==> src/dsc_pkg.sv <==
// What this block does
// - seeking works whether spindle turns or not
// - stand-by when motor stopped and seek settled
// - stand-by never delays any host command
// - selected only by matching address strap line
// - motor-select strap off: request and disk
// - motor-select strap on: request or select
// - never spin without a disk installed
// - spin on insertion to seat hub
// - shared line carries change flag or ready
// - both output straps off: line undriven
// - auto-home strap off: no power-on homing
// - auto-home on: reach outer track in bound
// - homing holds not-ready, ignores step pulses
// - lamp mode 0: select or busy input
// - lamp mode 1: busy input only
// - lamp mode 2: spin, busy, or seating
// - lamp mode 3: selected and ready, or busy
// - shipped straps: unit 1, change, frame ground
// - ready after seating, wait, speed, two indexes
// - change flag set on power/removal, step clears
package dsc_pkg;

   // ---------------------------------------------------------------
   // clock and timing
   // ---------------------------------------------------------------
   localparam int unsigned CLK_KHZ = 50000; // 50 MHz clock
   localparam int unsigned MOTOR_WAIT_MS = 400; // request to ready
   localparam int unsigned CHUCK_MS = 750; // hub seating spin
   localparam int unsigned HOME_BOUND_MS = 255; // whole homing bound
   localparam int unsigned HOME_STEPS = 85; // worst-case step count
   localparam int unsigned SETTLE_MS = 18; // head settle after step
   localparam int unsigned MOTOR_WAIT_CYC_DEF = MOTOR_WAIT_MS * CLK_KHZ;
   localparam int unsigned CHUCK_CYC_DEF = CHUCK_MS * CLK_KHZ;
   // longest time per step, so rounded down by the division
   localparam int unsigned HOME_STEP_CYC_DEF =
      HOME_BOUND_MS * CLK_KHZ / HOME_STEPS;
   localparam int unsigned SETTLE_CYC_DEF = SETTLE_MS * CLK_KHZ;
   localparam int CNT_W = 26; // wide enough for the longest count
   localparam int STEP_W = 7; // homing step counter
   localparam logic [2:0] BOOT_CYC = 3'h7; // strap sync settle time
   localparam logic [1:0] IDX_NEED = 2'h2; // index pulses for ready

   // ---------------------------------------------------------------
   // pin groups
   // ---------------------------------------------------------------
   typedef struct packed {
      logic [3:0] unit_select; // one line per address
      logic spindle_request; // host motor-on
      logic host_busy_lamp_in; // host in-use
      logic track_advance_pulse; // host step
      logic step_toward_center; // host direction
   } dsc_host_s;

   typedef struct packed {
      logic disk_present; // disk sensor
      logic index_sense; // index hole sensor
      logic speed_ok; // spindle above 80% of rated speed
      logic track0_sense; // head on outermost track
   } dsc_mech_s;

   typedef struct packed {
      logic [3:0] unit_address_straps; // one-hot unit address
      logic motor_follows_select_strap;
      logic pin_out_change_strap;
      logic ready_out_strap;
      logic auto_home_strap;
      logic lamp_mode_bit0;
      logic lamp_mode_bit1;
      logic frame_ground_strap;
   } dsc_strap_s;

   localparam int HOST_W = $bits(dsc_host_s);
   localparam int MECH_W = $bits(dsc_mech_s);
   localparam int STRAP_W = $bits(dsc_strap_s);
   localparam int IN_W = HOST_W + MECH_W + STRAP_W;
   // unit 1, change output and frame ground fitted
   localparam logic [10:0] STRAP_SHIPPED = 11'h121;

   // homing sequencer
   typedef enum logic [1:0] {
      HM_BOOT = 2'b00,
      HM_IDLE = 2'b01,
      HM_STEP = 2'b10,
      HM_WAIT = 2'b11
   } dsc_hm_e;

   // ---------------------------------------------------------------
   // register map (byte offsets, 32-bit words)
   // ---------------------------------------------------------------
   localparam int REG_AW = 8;
   localparam logic [7:0] CTRL_OFS = 8'h00; // write bit0: re-home
   localparam logic [7:0] STATUS_OFS = 8'h04; // live drive state
   localparam logic [7:0] STRAPS_OFS = 8'h08; // filtered straps
   localparam int CTRL_REHOME_BIT = 0;
   localparam logic [2:0] HSIZE_WORD = 3'h2;
   localparam logic [31:0] RD_ZERO = 32'h0000_0000;

endpackage

==> src/dsc_drive_ctrl.sv <==
`timescale 1ns/1ns
`default_nettype none
module dsc_drive_ctrl
   import dsc_pkg::*;
#(
   parameter int unsigned MOTOR_WAIT_CYC = MOTOR_WAIT_CYC_DEF,
   parameter int unsigned CHUCK_CYC = CHUCK_CYC_DEF,
   parameter int unsigned HOME_STEP_CYC = HOME_STEP_CYC_DEF,
   parameter int unsigned SETTLE_CYC = SETTLE_CYC_DEF
) (
   input wire logic hclk,
   input wire logic hresetn,
   // ahb-lite slave
   input wire logic hsel,
   input wire logic [31:0] haddr,
   input wire logic [1:0] htrans,
   input wire logic hwrite,
   input wire logic [2:0] hsize,
   input wire logic [31:0] hwdata,
   input wire logic hready,
   output logic hreadyout,
   output logic hresp,
   output logic [31:0] hrdata,
   // pins from host, mechanism and straps
   input wire dsc_host_s host_in,
   input wire dsc_mech_s mech_in,
   input wire dsc_strap_s strap_in,
   // drive outputs
   output logic spindle_run,
   output logic lamp_on,
   output logic shared_line_out,
   output logic shared_line_oe,
   output logic head_step,
   output logic head_step_inward,
   output logic ready,
   output logic media_swapped_flag,
   output logic standby
);

   // ---------------------------------------------------------------
   // state
   // ---------------------------------------------------------------
   typedef struct packed {
      logic [IN_W-1:0] s1; // first sync stage, read by s2 only
      logic [IN_W-1:0] s2;
      logic [IN_W-1:0] s3;
      logic [IN_W-1:0] flt; // accepted pin levels
      logic step_prev;
      logic disk_prev;
      logic idx_prev;
      logic [2:0] boot_cnt;
      dsc_hm_e hm;
      logic [STEP_W-1:0] hm_steps;
      logic [CNT_W-1:0] hm_cnt;
      logic [CNT_W-1:0] settle_cnt;
      logic [CNT_W-1:0] chuck_cnt;
      logic chucking;
      logic chuck_done;
      logic [CNT_W-1:0] spin_cnt;
      logic spin_done;
      logic [1:0] idx_cnt;
      logic media;
      logic rehome;
      logic head_step;
      logic head_dir;
      logic spindle;
      logic lamp;
      logic ready;
      logic sh_out;
      logic sh_oe;
      logic standby;
      logic ph_wr; // write data phase pending
      logic [REG_AW-1:0] ph_addr;
      logic [31:0] hrdata;
   } dsc_state_s;

   dsc_state_s q; // registered state
   dsc_state_s n; // next state
   dsc_host_s hf; // filtered host pins
   dsc_mech_s mf; // filtered mechanism pins
   dsc_strap_s sf; // filtered straps
   logic selected;
   logic step_ok;
   logic disk_rise;
   logic disk_fall;
   logic idx_rise;
   logic host_run;
   logic run;
   logic addr_ok;
   logic [IN_W-1:0] diff;

   // decode of the one-hot address strap against select lines
   function automatic logic unit_match(input logic [3:0] sel,
                                       input logic [3:0] adr);
      unit_match = |(sel & adr);
   endfunction

   // register read mux
   function automatic logic [31:0] rd_word(input logic [REG_AW-1:0] a,
                                           input dsc_state_s s,
                                           input logic sel_now);
      logic [31:0] w;
      w = RD_ZERO;
      case (a)
         STATUS_OFS: begin
            w[9:0] = {s.chucking, s.rehome, s.ready, s.media,
                      s.standby, (s.hm != HM_IDLE), s.spindle,
                      s.flt[HOST_W+MECH_W-1], sel_now, s.lamp};
         end
         STRAPS_OFS: begin
            w[STRAP_W-1:0] = s.flt[IN_W-1:HOST_W+MECH_W];
         end
         default: begin
            w = RD_ZERO; // control reads zero, holes read zero
         end
      endcase
      rd_word = w;
   endfunction

   // ---------------------------------------------------------------
   // next-state logic
   // ---------------------------------------------------------------
   always_comb begin
      n = q;
      // pins pass three stages; a change counts once s2 and s3 agree
      n.s1 = {strap_in, mech_in, host_in};
      n.s2 = q.s1;
      n.s3 = q.s2;
      diff = q.s2 ^ q.s3;
      n.flt = (~diff & q.s3) | (diff & q.flt);
      hf = dsc_host_s'(q.flt[HOST_W-1:0]);
      mf = dsc_mech_s'(q.flt[HOST_W+MECH_W-1:HOST_W]);
      sf = dsc_strap_s'(q.flt[IN_W-1:HOST_W+MECH_W]);

      // edges of filtered levels
      selected = unit_match(hf.unit_select, sf.unit_address_straps);
      n.step_prev = hf.track_advance_pulse;
      n.disk_prev = mf.disk_present;
      n.idx_prev = mf.index_sense;
      disk_rise = mf.disk_present & ~q.disk_prev;
      disk_fall = ~mf.disk_present & q.disk_prev;
      idx_rise = mf.index_sense & ~q.idx_prev;
      // host steps are dropped while homing runs
      step_ok = hf.track_advance_pulse & ~q.step_prev &
                (q.hm == HM_IDLE);

      // hub seating spin after insertion
      if (!mf.disk_present) begin
         n.chucking = 1'b0;
         n.chuck_done = 1'b0;
         n.chuck_cnt = '0;
      end else if (disk_rise) begin
         n.chucking = 1'b1;
         n.chuck_cnt = '0;
      end else if (q.chucking) begin
         if (q.chuck_cnt >= CNT_W'(CHUCK_CYC - 1)) begin
            n.chucking = 1'b0;
            n.chuck_done = 1'b1;
         end else begin
            n.chuck_cnt = q.chuck_cnt + 1'b1;
         end
      end

      // host spindle condition, chosen by the motor strap
      if (sf.motor_follows_select_strap) begin
         host_run = mf.disk_present &
                    (hf.spindle_request | selected);
      end else begin
         host_run = mf.disk_present & hf.spindle_request;
      end
      // no disk gates everything, seating included
      run = mf.disk_present & (host_run | q.chucking);
      n.spindle = run;

      // motor-on wait timer, restarts whenever the request drops
      if (!host_run) begin
         n.spin_cnt = '0;
         n.spin_done = 1'b0;
      end else if (!q.spin_done) begin
         if (q.spin_cnt >= CNT_W'(MOTOR_WAIT_CYC - 1)) begin
            n.spin_done = 1'b1;
         end else begin
            n.spin_cnt = q.spin_cnt + 1'b1;
         end
      end

      // index pulses counted only at speed
      if (!q.spindle || !mf.speed_ok) begin
         n.idx_cnt = '0;
      end else if (idx_rise && q.idx_cnt != IDX_NEED) begin
         n.idx_cnt = q.idx_cnt + 1'b1;
      end

      // ready drops the cycle after the request goes away
      n.ready = mf.disk_present & q.chuck_done & host_run &
                q.spin_done & mf.speed_ok & (q.idx_cnt == IDX_NEED) &
                (q.hm == HM_IDLE);

      // seek and homing; motor state plays no part here
      n.head_step = 1'b0;
      if (q.settle_cnt != '0) begin
         n.settle_cnt = q.settle_cnt - 1'b1;
      end
      case (q.hm)
         HM_BOOT: begin
            // wait until the strap synchroniser has settled
            n.boot_cnt = q.boot_cnt + 1'b1;
            n.hm_steps = '0;
            if (q.boot_cnt == BOOT_CYC) begin
               n.hm = sf.auto_home_strap ? HM_STEP : HM_IDLE;
            end
         end
         HM_IDLE: begin
            n.hm_steps = '0;
            if (q.rehome) begin
               n.rehome = 1'b0;
               n.hm = HM_STEP;
            end else if (step_ok) begin
               n.head_step = 1'b1;
               n.head_dir = hf.step_toward_center;
               n.settle_cnt = CNT_W'(SETTLE_CYC);
            end
         end
         HM_STEP: begin
            if (mf.track0_sense || q.hm_steps == STEP_W'(HOME_STEPS)) begin
               n.hm = HM_IDLE;
            end else begin
               n.head_step = 1'b1;
               n.head_dir = 1'b0; // outward
               n.hm_steps = q.hm_steps + 1'b1;
               n.hm_cnt = '0;
               n.settle_cnt = CNT_W'(SETTLE_CYC);
               n.hm = HM_WAIT;
            end
         end
         HM_WAIT: begin
            // wait plus the step cycle make one step period, so the
            // worst case of all steps stays inside the bound
            if (q.hm_cnt >= CNT_W'(HOME_STEP_CYC - 2)) begin
               n.hm = HM_STEP;
            end else begin
               n.hm_cnt = q.hm_cnt + 1'b1;
            end
         end
         default: begin
            n.hm = HM_IDLE;
         end
      endcase

      // change flag: cleared by a selected step, set wins
      if (mf.disk_present && step_ok && selected) begin
         n.media = 1'b0;
      end
      if (disk_fall) begin
         n.media = 1'b1;
      end

      // stand-by only gates power, never a command path
      n.standby = ~q.spindle & (q.settle_cnt == '0) &
                  (q.hm == HM_IDLE);

      // front lamp
      case ({sf.lamp_mode_bit1, sf.lamp_mode_bit0})
         2'b00: n.lamp = selected | hf.host_busy_lamp_in;
         2'b01: n.lamp = hf.host_busy_lamp_in;
         2'b10: n.lamp = run | hf.host_busy_lamp_in | q.chucking;
         2'b11: n.lamp = (selected & q.ready) | hf.host_busy_lamp_in;
         default: n.lamp = 1'b0;
      endcase

      // shared line; change strap wins should both be fitted
      if (sf.pin_out_change_strap) begin
         n.sh_oe = 1'b1;
         n.sh_out = q.media;
      end else if (sf.ready_out_strap) begin
         n.sh_oe = 1'b1;
         n.sh_out = q.ready;
      end else begin
         n.sh_oe = 1'b0;
         n.sh_out = 1'b0;
      end

      // ahb-lite: zero wait, read data latched at address phase
      addr_ok = hsel & htrans[1] & hready & (hsize == HSIZE_WORD);
      if (hready) begin
         n.ph_wr = addr_ok & hwrite;
         n.ph_addr = haddr[REG_AW-1:0];
         n.hrdata = (addr_ok & ~hwrite) ?
                    rd_word(haddr[REG_AW-1:0], q, selected) : RD_ZERO;
      end
      // a write wins over the idle-state clear of the same cycle
      if (q.ph_wr && q.ph_addr == CTRL_OFS && hwdata[CTRL_REHOME_BIT]) begin
         n.rehome = 1'b1;
      end
   end

   // ---------------------------------------------------------------
   // state register
   // ---------------------------------------------------------------
   always_ff @(posedge hclk or negedge hresetn) begin
      if (!hresetn) begin
         q <= '0;
         q.s1 <= {STRAP_SHIPPED, {(HOST_W + MECH_W){1'b0}}};
         q.s2 <= {STRAP_SHIPPED, {(HOST_W + MECH_W){1'b0}}};
         q.s3 <= {STRAP_SHIPPED, {(HOST_W + MECH_W){1'b0}}};
         q.flt <= {STRAP_SHIPPED, {(HOST_W + MECH_W){1'b0}}};
         q.hm <= HM_BOOT;
         q.media <= 1'b1; // flag set at power on
      end else begin
         q <= n;
      end
   end

   // ---------------------------------------------------------------
   // outputs
   // ---------------------------------------------------------------
   assign hreadyout = 1'b1;
   assign hresp = 1'b0;
   assign hrdata = q.hrdata;
   assign spindle_run = q.spindle;
   assign lamp_on = q.lamp;
   assign shared_line_out = q.sh_out;
   assign shared_line_oe = q.sh_oe;
   assign head_step = q.head_step;
   assign head_step_inward = q.head_dir;
   assign ready = q.ready;
   assign media_swapped_flag = q.media;
   assign standby = q.standby;
endmodule
`default_nettype wire

==> config.mk <==
export PLATFORM = sky130hd
export DESIGN_NAME = dsc_drive_ctrl
export DESIGN_NICKNAME = d
export VERILOG_FILES = /design/src/dsc_pkg.sv /design/src/dsc_drive_ctrl.sv
export SDC_FILE = /design/constraint.sdc
export NUM_CORES = 1
export LEC_CHECK = 0
export ABC_CLOCK_PERIOD_IN_PS = 6800
export BUFFER_PORTS_ARGS = -buffer_cell sky130_fd_sc_hd__buf_2
export CORE_MARGIN = 2
export CORE_UTILIZATION = 60
export DETAILED_ROUTE_END_ITERATION = 16
export GPL_ROUTABILITY_DRIVEN = 0
export PLACE_DENSITY = 0.89
export SLEW_MARGIN = 40
export SYNTH_ARGS = -nofsm -noshare
export SYNTH_HDL_FRONTEND = slang
export SYNTH_SLANG_ARGS = --single-unit
==> constraint.sdc <==
create_clock -name hclk -period 6.8 [get_ports hclk]
set_clock_uncertainty 0.2 [all_clocks]
set_input_delay 0.68 -clock hclk [delete_from_list [all_inputs] [get_ports hclk]]
set_output_delay 0.68 -clock hclk [all_outputs]
set_load 0.03 [all_outputs]
**Word-level counts from Yosys, hierarchy flattened**

Cells that the tools add are included.

- Bits in registers: 267
- Bits of input ports: 97
- Output and inout port bits: 43
- Word-level logic and storage cells: 179

- $add $sub $neg: 7
- Order comparisons: 3
- Equality and inequality tests: 28
- Multiplexer cells: 41
- Bitwise operators: 40
- Reductions and logical operators: 29

Operators by type and width:

| cell | number |
|---|---|
| $mux 26 | 6 |
| $pmux 26 s2 | 2 |
| $mux 27 | 3 |
| $add 26x1->26 const B | 3 |
| $mux 59 | 1 |
| $mux 28 | 2 |
| $and 23x23->23 | 2 |
| $ge 26x18->1 const B | 1 |
| $ge 26x25->1 const B | 1 |
| $ge 26x26->1 const B | 1 |
| $logic_not 26->1 | 1 |
| $mux 2 | 13 |
| $reduce_bool 26->1 | 1 |
| $sub 26x1->26 const B | 1 |
| $ne 2x2->1 const B | 12 |
| $not 23->23 | 1 |
| $or 23x23->23 | 1 |
| $xor 23x23->23 | 1 |
| $and 1x1->1 | 22 |
| $pmux 10 s2 | 1 |
| $pmux 7 s2 | 1 |
| $reduce_bool 2->1 | 6 |
| $mux 11 | 1 |
| $eq 2x2->1 const B | 5 |
| 29 further kinds | 59 |

**Depth between registers and ports, before layout**

- Word-level depth: 10
- Mapped depth: 10
- Depth with buffers taken out: 8

**Least setup slack after synthesis**

OpenSTA, ideal clock, no wires.

- Path type: flip-flop to flip-flop
- Start point: register q[82] in the netlist's numbering
- End point: register q[103] in the netlist's numbering
- Arrival: 2.450 ns
- Data required time: 6.521 ns
- Slack: 4.070 ns
- Stages on the path, launching flop included: 10
- Path through: dfrtp_1 > ha_1 > a41o_1 > a2111oi_0 > nor4_1 > buf_2 > or2_2 > buf_2 > nor4_1 > mux2i_1

- Word-level cells in the longest chain between the ends: 5

RTL lines:

| item | RTL line | source |
|---|---|---|
| start: declaration | dsc_drive_ctrl.sv:77 | `dsc_state_s q;` |
| start signal: assignment | dsc_drive_ctrl.sv:310 | `q <= n;` |
| $add 26x1->26 | dsc_drive_ctrl.sv:160 | `n.chuck_cnt = q.chuck_cnt + 1'b1;` |
| $mux 26 | dsc_drive_ctrl.sv:156 | `if (q.chuck_cnt >= CNT_W'(CHUCK_CYC - 1)) begin` |
| $mux 28 | dsc_drive_ctrl.sv:155 | `end else if (q.chucking) begin` |
| $mux 27 | dsc_drive_ctrl.sv:152 | `end else if (disk_rise) begin` |
| $mux 28 | dsc_drive_ctrl.sv:148 | `if (!mf.disk_present) begin` |

Parallel ways exist; a longest one is shown, timed or not. The select of a mux whose other input is x is not followed.
A chain may end at the register's enable or synchronous reset.

**Worst setup path in the final report**

- Start point: register q[82] in the netlist's numbering
- End point: register q[101] in the netlist's numbering

The elaborated chain is that of the path after synthesis.

==> metrics.md <==
| Metric | Value |
|---|---|
| Run status | completed |
| Slew Limit Headroom | 0.446 |
| Slowest stage cell, crit path | a2111oi_0 |
| Routed vias | 8134 |
| Avg WL per Cell | 18.2 µm |
| Die area | 0.0193 mm² |
| Nets | 1185 |
| DP HPWL | 15.0 mm |
| Fin cells | 1318 |
| Pwr Density | 332 mW/mm² |
| Worst-Skew Late Latency | 0.53 ns |
| Fin. Hold Viols | 0 |
| Ys Warns | 0 |
| Pin count of the biggest net entering global routing | 111 |
| Crit path max fanout | 11 |
| Lkg Pwr | 5.39 nW |
| Actual slew at the worst max-slew pin | 0.824 ns |
| Post-synth EDFFs | 0 |
| Rows | 49 |
| CTS Hold Bufs | 0 |
| Worst Setup End Kind | flip-flop |
| Fraction of registers with async set/reset | 1.00 |
| Fin util | 0.685 |
| 1st-iter DRT viols | 820 |
| Multi-input logic area | 0.00433 mm² |
| # fillers | 1218 |
| DR vias/cell | 6.17 |
| Port buffer count | 60 |
| Vias in the first global route | 8032 |
| Total GRT Usage | 0.250 |
| Post-placement cell count | 1271 |
| Post-Syn Area | 0.0109 mm² |
| CTS resizes | 0 |
| Final setup viols | 0 |
| Max-cap violations | 0 |
| Antenna Nets Post-Route | 0 |
| Post-synthesis cell type count | 71 |
| TritonRoute pass-1 iters | 5 |
| Avg Cell Area, Syn | 10.8 µm² |
| Setup Buffers After CTS | 0 |
| Final worst-path cycle share | 0.512 |
| Crit path buffers/inverters | 1 |
| Clock transition at path regs | 0.06 ns |
| Final setup TNS | 0 ns |
| GRT Residual Overflow | 0 |
| Die X | 139 µm |
| Main synth FF type | dfrtp_1 |
| Root Buffer | clkbuf_16 |
| Peak VDD IR | 0.236 mV |
| Seq/Total Area, Yosys | 0.564 |
| RSZ-0062 raised after global routing | no |
| Yosys reg bits | 246 |
| Cell Chain, Critical Path | ha_1, a41o_1, a2111oi_0, nor4_1, buf_4, or2_2, o311ai_0, o41ai_1 |
| ANT cells | 0 |
| Area growth from synthesis to layout | 12.4% |
| Initial Util | 0.610 |
| Share of cells above drive strength 1 | 0.147 |
| Die Height | 139 µm |
| Num CTS Buffers | 25 |
| Total routed wirelength | 24.0 mm |
| DRC viols | 0 |
| Clk buf depth | 3 |
| Crit path max-delay family | compound AO/OA/AOI/OAI gates |
| # clock sinks | 246 |
| Crit path required time | 6.98 ns |
| Hold Crit Class | in -> reg |
| First-pass GRT wire length | 40.1 mm |
| Max Slew Vio Count | 0 |
| Register area | 0.00617 mm² |
| Slowest stage delay, CP | 0.67 ns |
| Worst Path Class, Setup | reg -> reg |
| Cells after synthesis | 1018 |
| Initial antenna violation count | 0 |
| Clock H-tree levels | 1 |
| Worst endpoint data arrival time | 3.66 ns |
| Post-layout minimum cycle time | 3.48 ns |
| TritonCTS clock tree | yes |
| Total core area | 0.0180 mm² |
| Fmax | 287 MHz |
| IO Count | 140 |
| Startpoint Class | flip-flop |
## registers in the layout (all words and copies together), names as in the netlist, named ones only
signal	cells
n	46
shared_line_oe	1
spindle_run	1
q	157
head_step	1
media_swapped_flag	1
ready	1
lamp_on	1
head_step_inward	1
standby	1
shared_line_out	1
hrdata	11
## final cells by class
| cell class | count | area share |
|---|---|---|
| clock buffers | 30 | 0.0556 |
| inverters | 39 | 0.0119 |
| flip-flops and latches | 246 | 0.501 |
| well taps | 229 | 0.0233 |
| repair buffers | 72 | 0.0350 |
| multi-input cells | 687 | 0.352 |
| clock inverters | 15 | 0.0210 |
## layout by cell type (no fill, tap or decap), types with 24 or more instances in the layout
cell type,netlist,final
xnor2_1,28,28
nor3_1,33,33
dfrtp_1,233,233
a21oi_1,25,24
nand2_1,82,82
clkbuf_16,0,25
nand3_1,32,32
buf_2,6,59
nor4_1,28,28
nor2_1,83,82
o21ai_0,44,43
inv_1,39,39
## cells in the mapped netlist, drive strengths merged (16+ instances only)
| cell type | instances | area [µm²] |
|---|---|---|
| nand3 | 32 | 160 |
| or3 | 23 | 144 |
| xnor2 | 28 | 245 |
| nor4 | 29 | 188 |
| maj3 | 23 | 230 |
| dfrtp | 233 | 5830 |
| inv | 39 | 146 |
| nand2 | 82 | 308 |
| o21ai | 48 | 240 |
| nor3 | 35 | 185 |
| buf | 41 | 289 |
| ha | 17 | 213 |
| a21oi | 25 | 125 |
| nor2 | 83 | 312 |
| clkbuf | 26 | 97.6 |
| a31oi | 16 | 100 |
## metal layers
layer | vias to the layer above | part of all wire | GRT usage
met5 | - | 0 | 0
met3 | 69 | 0.052 | 0.0376
met2 | 291 | 0.51 | 0.425
met1 | 4072 | 0.41 | 0.329
met4 | 0 | 0.031 | 0.0930
li1 | 3702 | - | -
## metrics by stage
stage	hold WS, ns	power (W)	cell area (µm²)	setup WS, ns
global placement	0.132	0.00247	11300	3.52
global route	0.0341	0.00427	12300	3.21
CTS	0.0344	0.00409	12300	3.34
floorplan	0.131	0.00229	11000	4.07
detailed placement	0.135	0.00252	11300	3.44
finish	0.0501	0.00408	12300	3.32
## worst register-to-register path: cells and delay by family (launching register included)
kind            cells  cell delay, ns
compound gates      4            1.56
simple gates        2            0.64
flops               1            0.44
fa+ha+maj           1            0.27
buf+inv             1            0.23
## cells by family after synthesis
logic type / count (synthesis) / synth area share
and+or+nand+nor: 376 / 0.180
buffers and inverters: 106 / 0.0487
DFF: 246 / 0.564
adders and majority gates: 40 / 0.0405
muxes: 19 / 0.0186
xor gates and xnor gates: 40 / 0.0320
AOI/OAI and AO/OA: 189 / 0.116
other: 2 / 0.000686
## power by group
part	total, W	internal (W)	leakage, nW	switching [W]
combinational	0.000789	0.000273	1.79	0.000516
clock	0.00155	0.000983	0.461	0.000572
sequential	0.00174	0.00161	3.14	0.000131
total	0.00408	0.00286	5.39	0.00122
## final timing paths
path                       endpoint         from  slack, ns  cells past startpoint
max                          q[101]        q[82]       3.32                      8
min                          n[233]  strap_in[0]       0.05                      1
max reg2reg                  q[101]        q[82]       3.32                      8
min reg2reg                  n[212]       n[235]       0.14                      0
max in group asynchronous    n[208]      hresetn       4.74                      4
min in group asynchronous    q[130]      hresetn       0.44                      2
(Power assumes the default switching activity.)
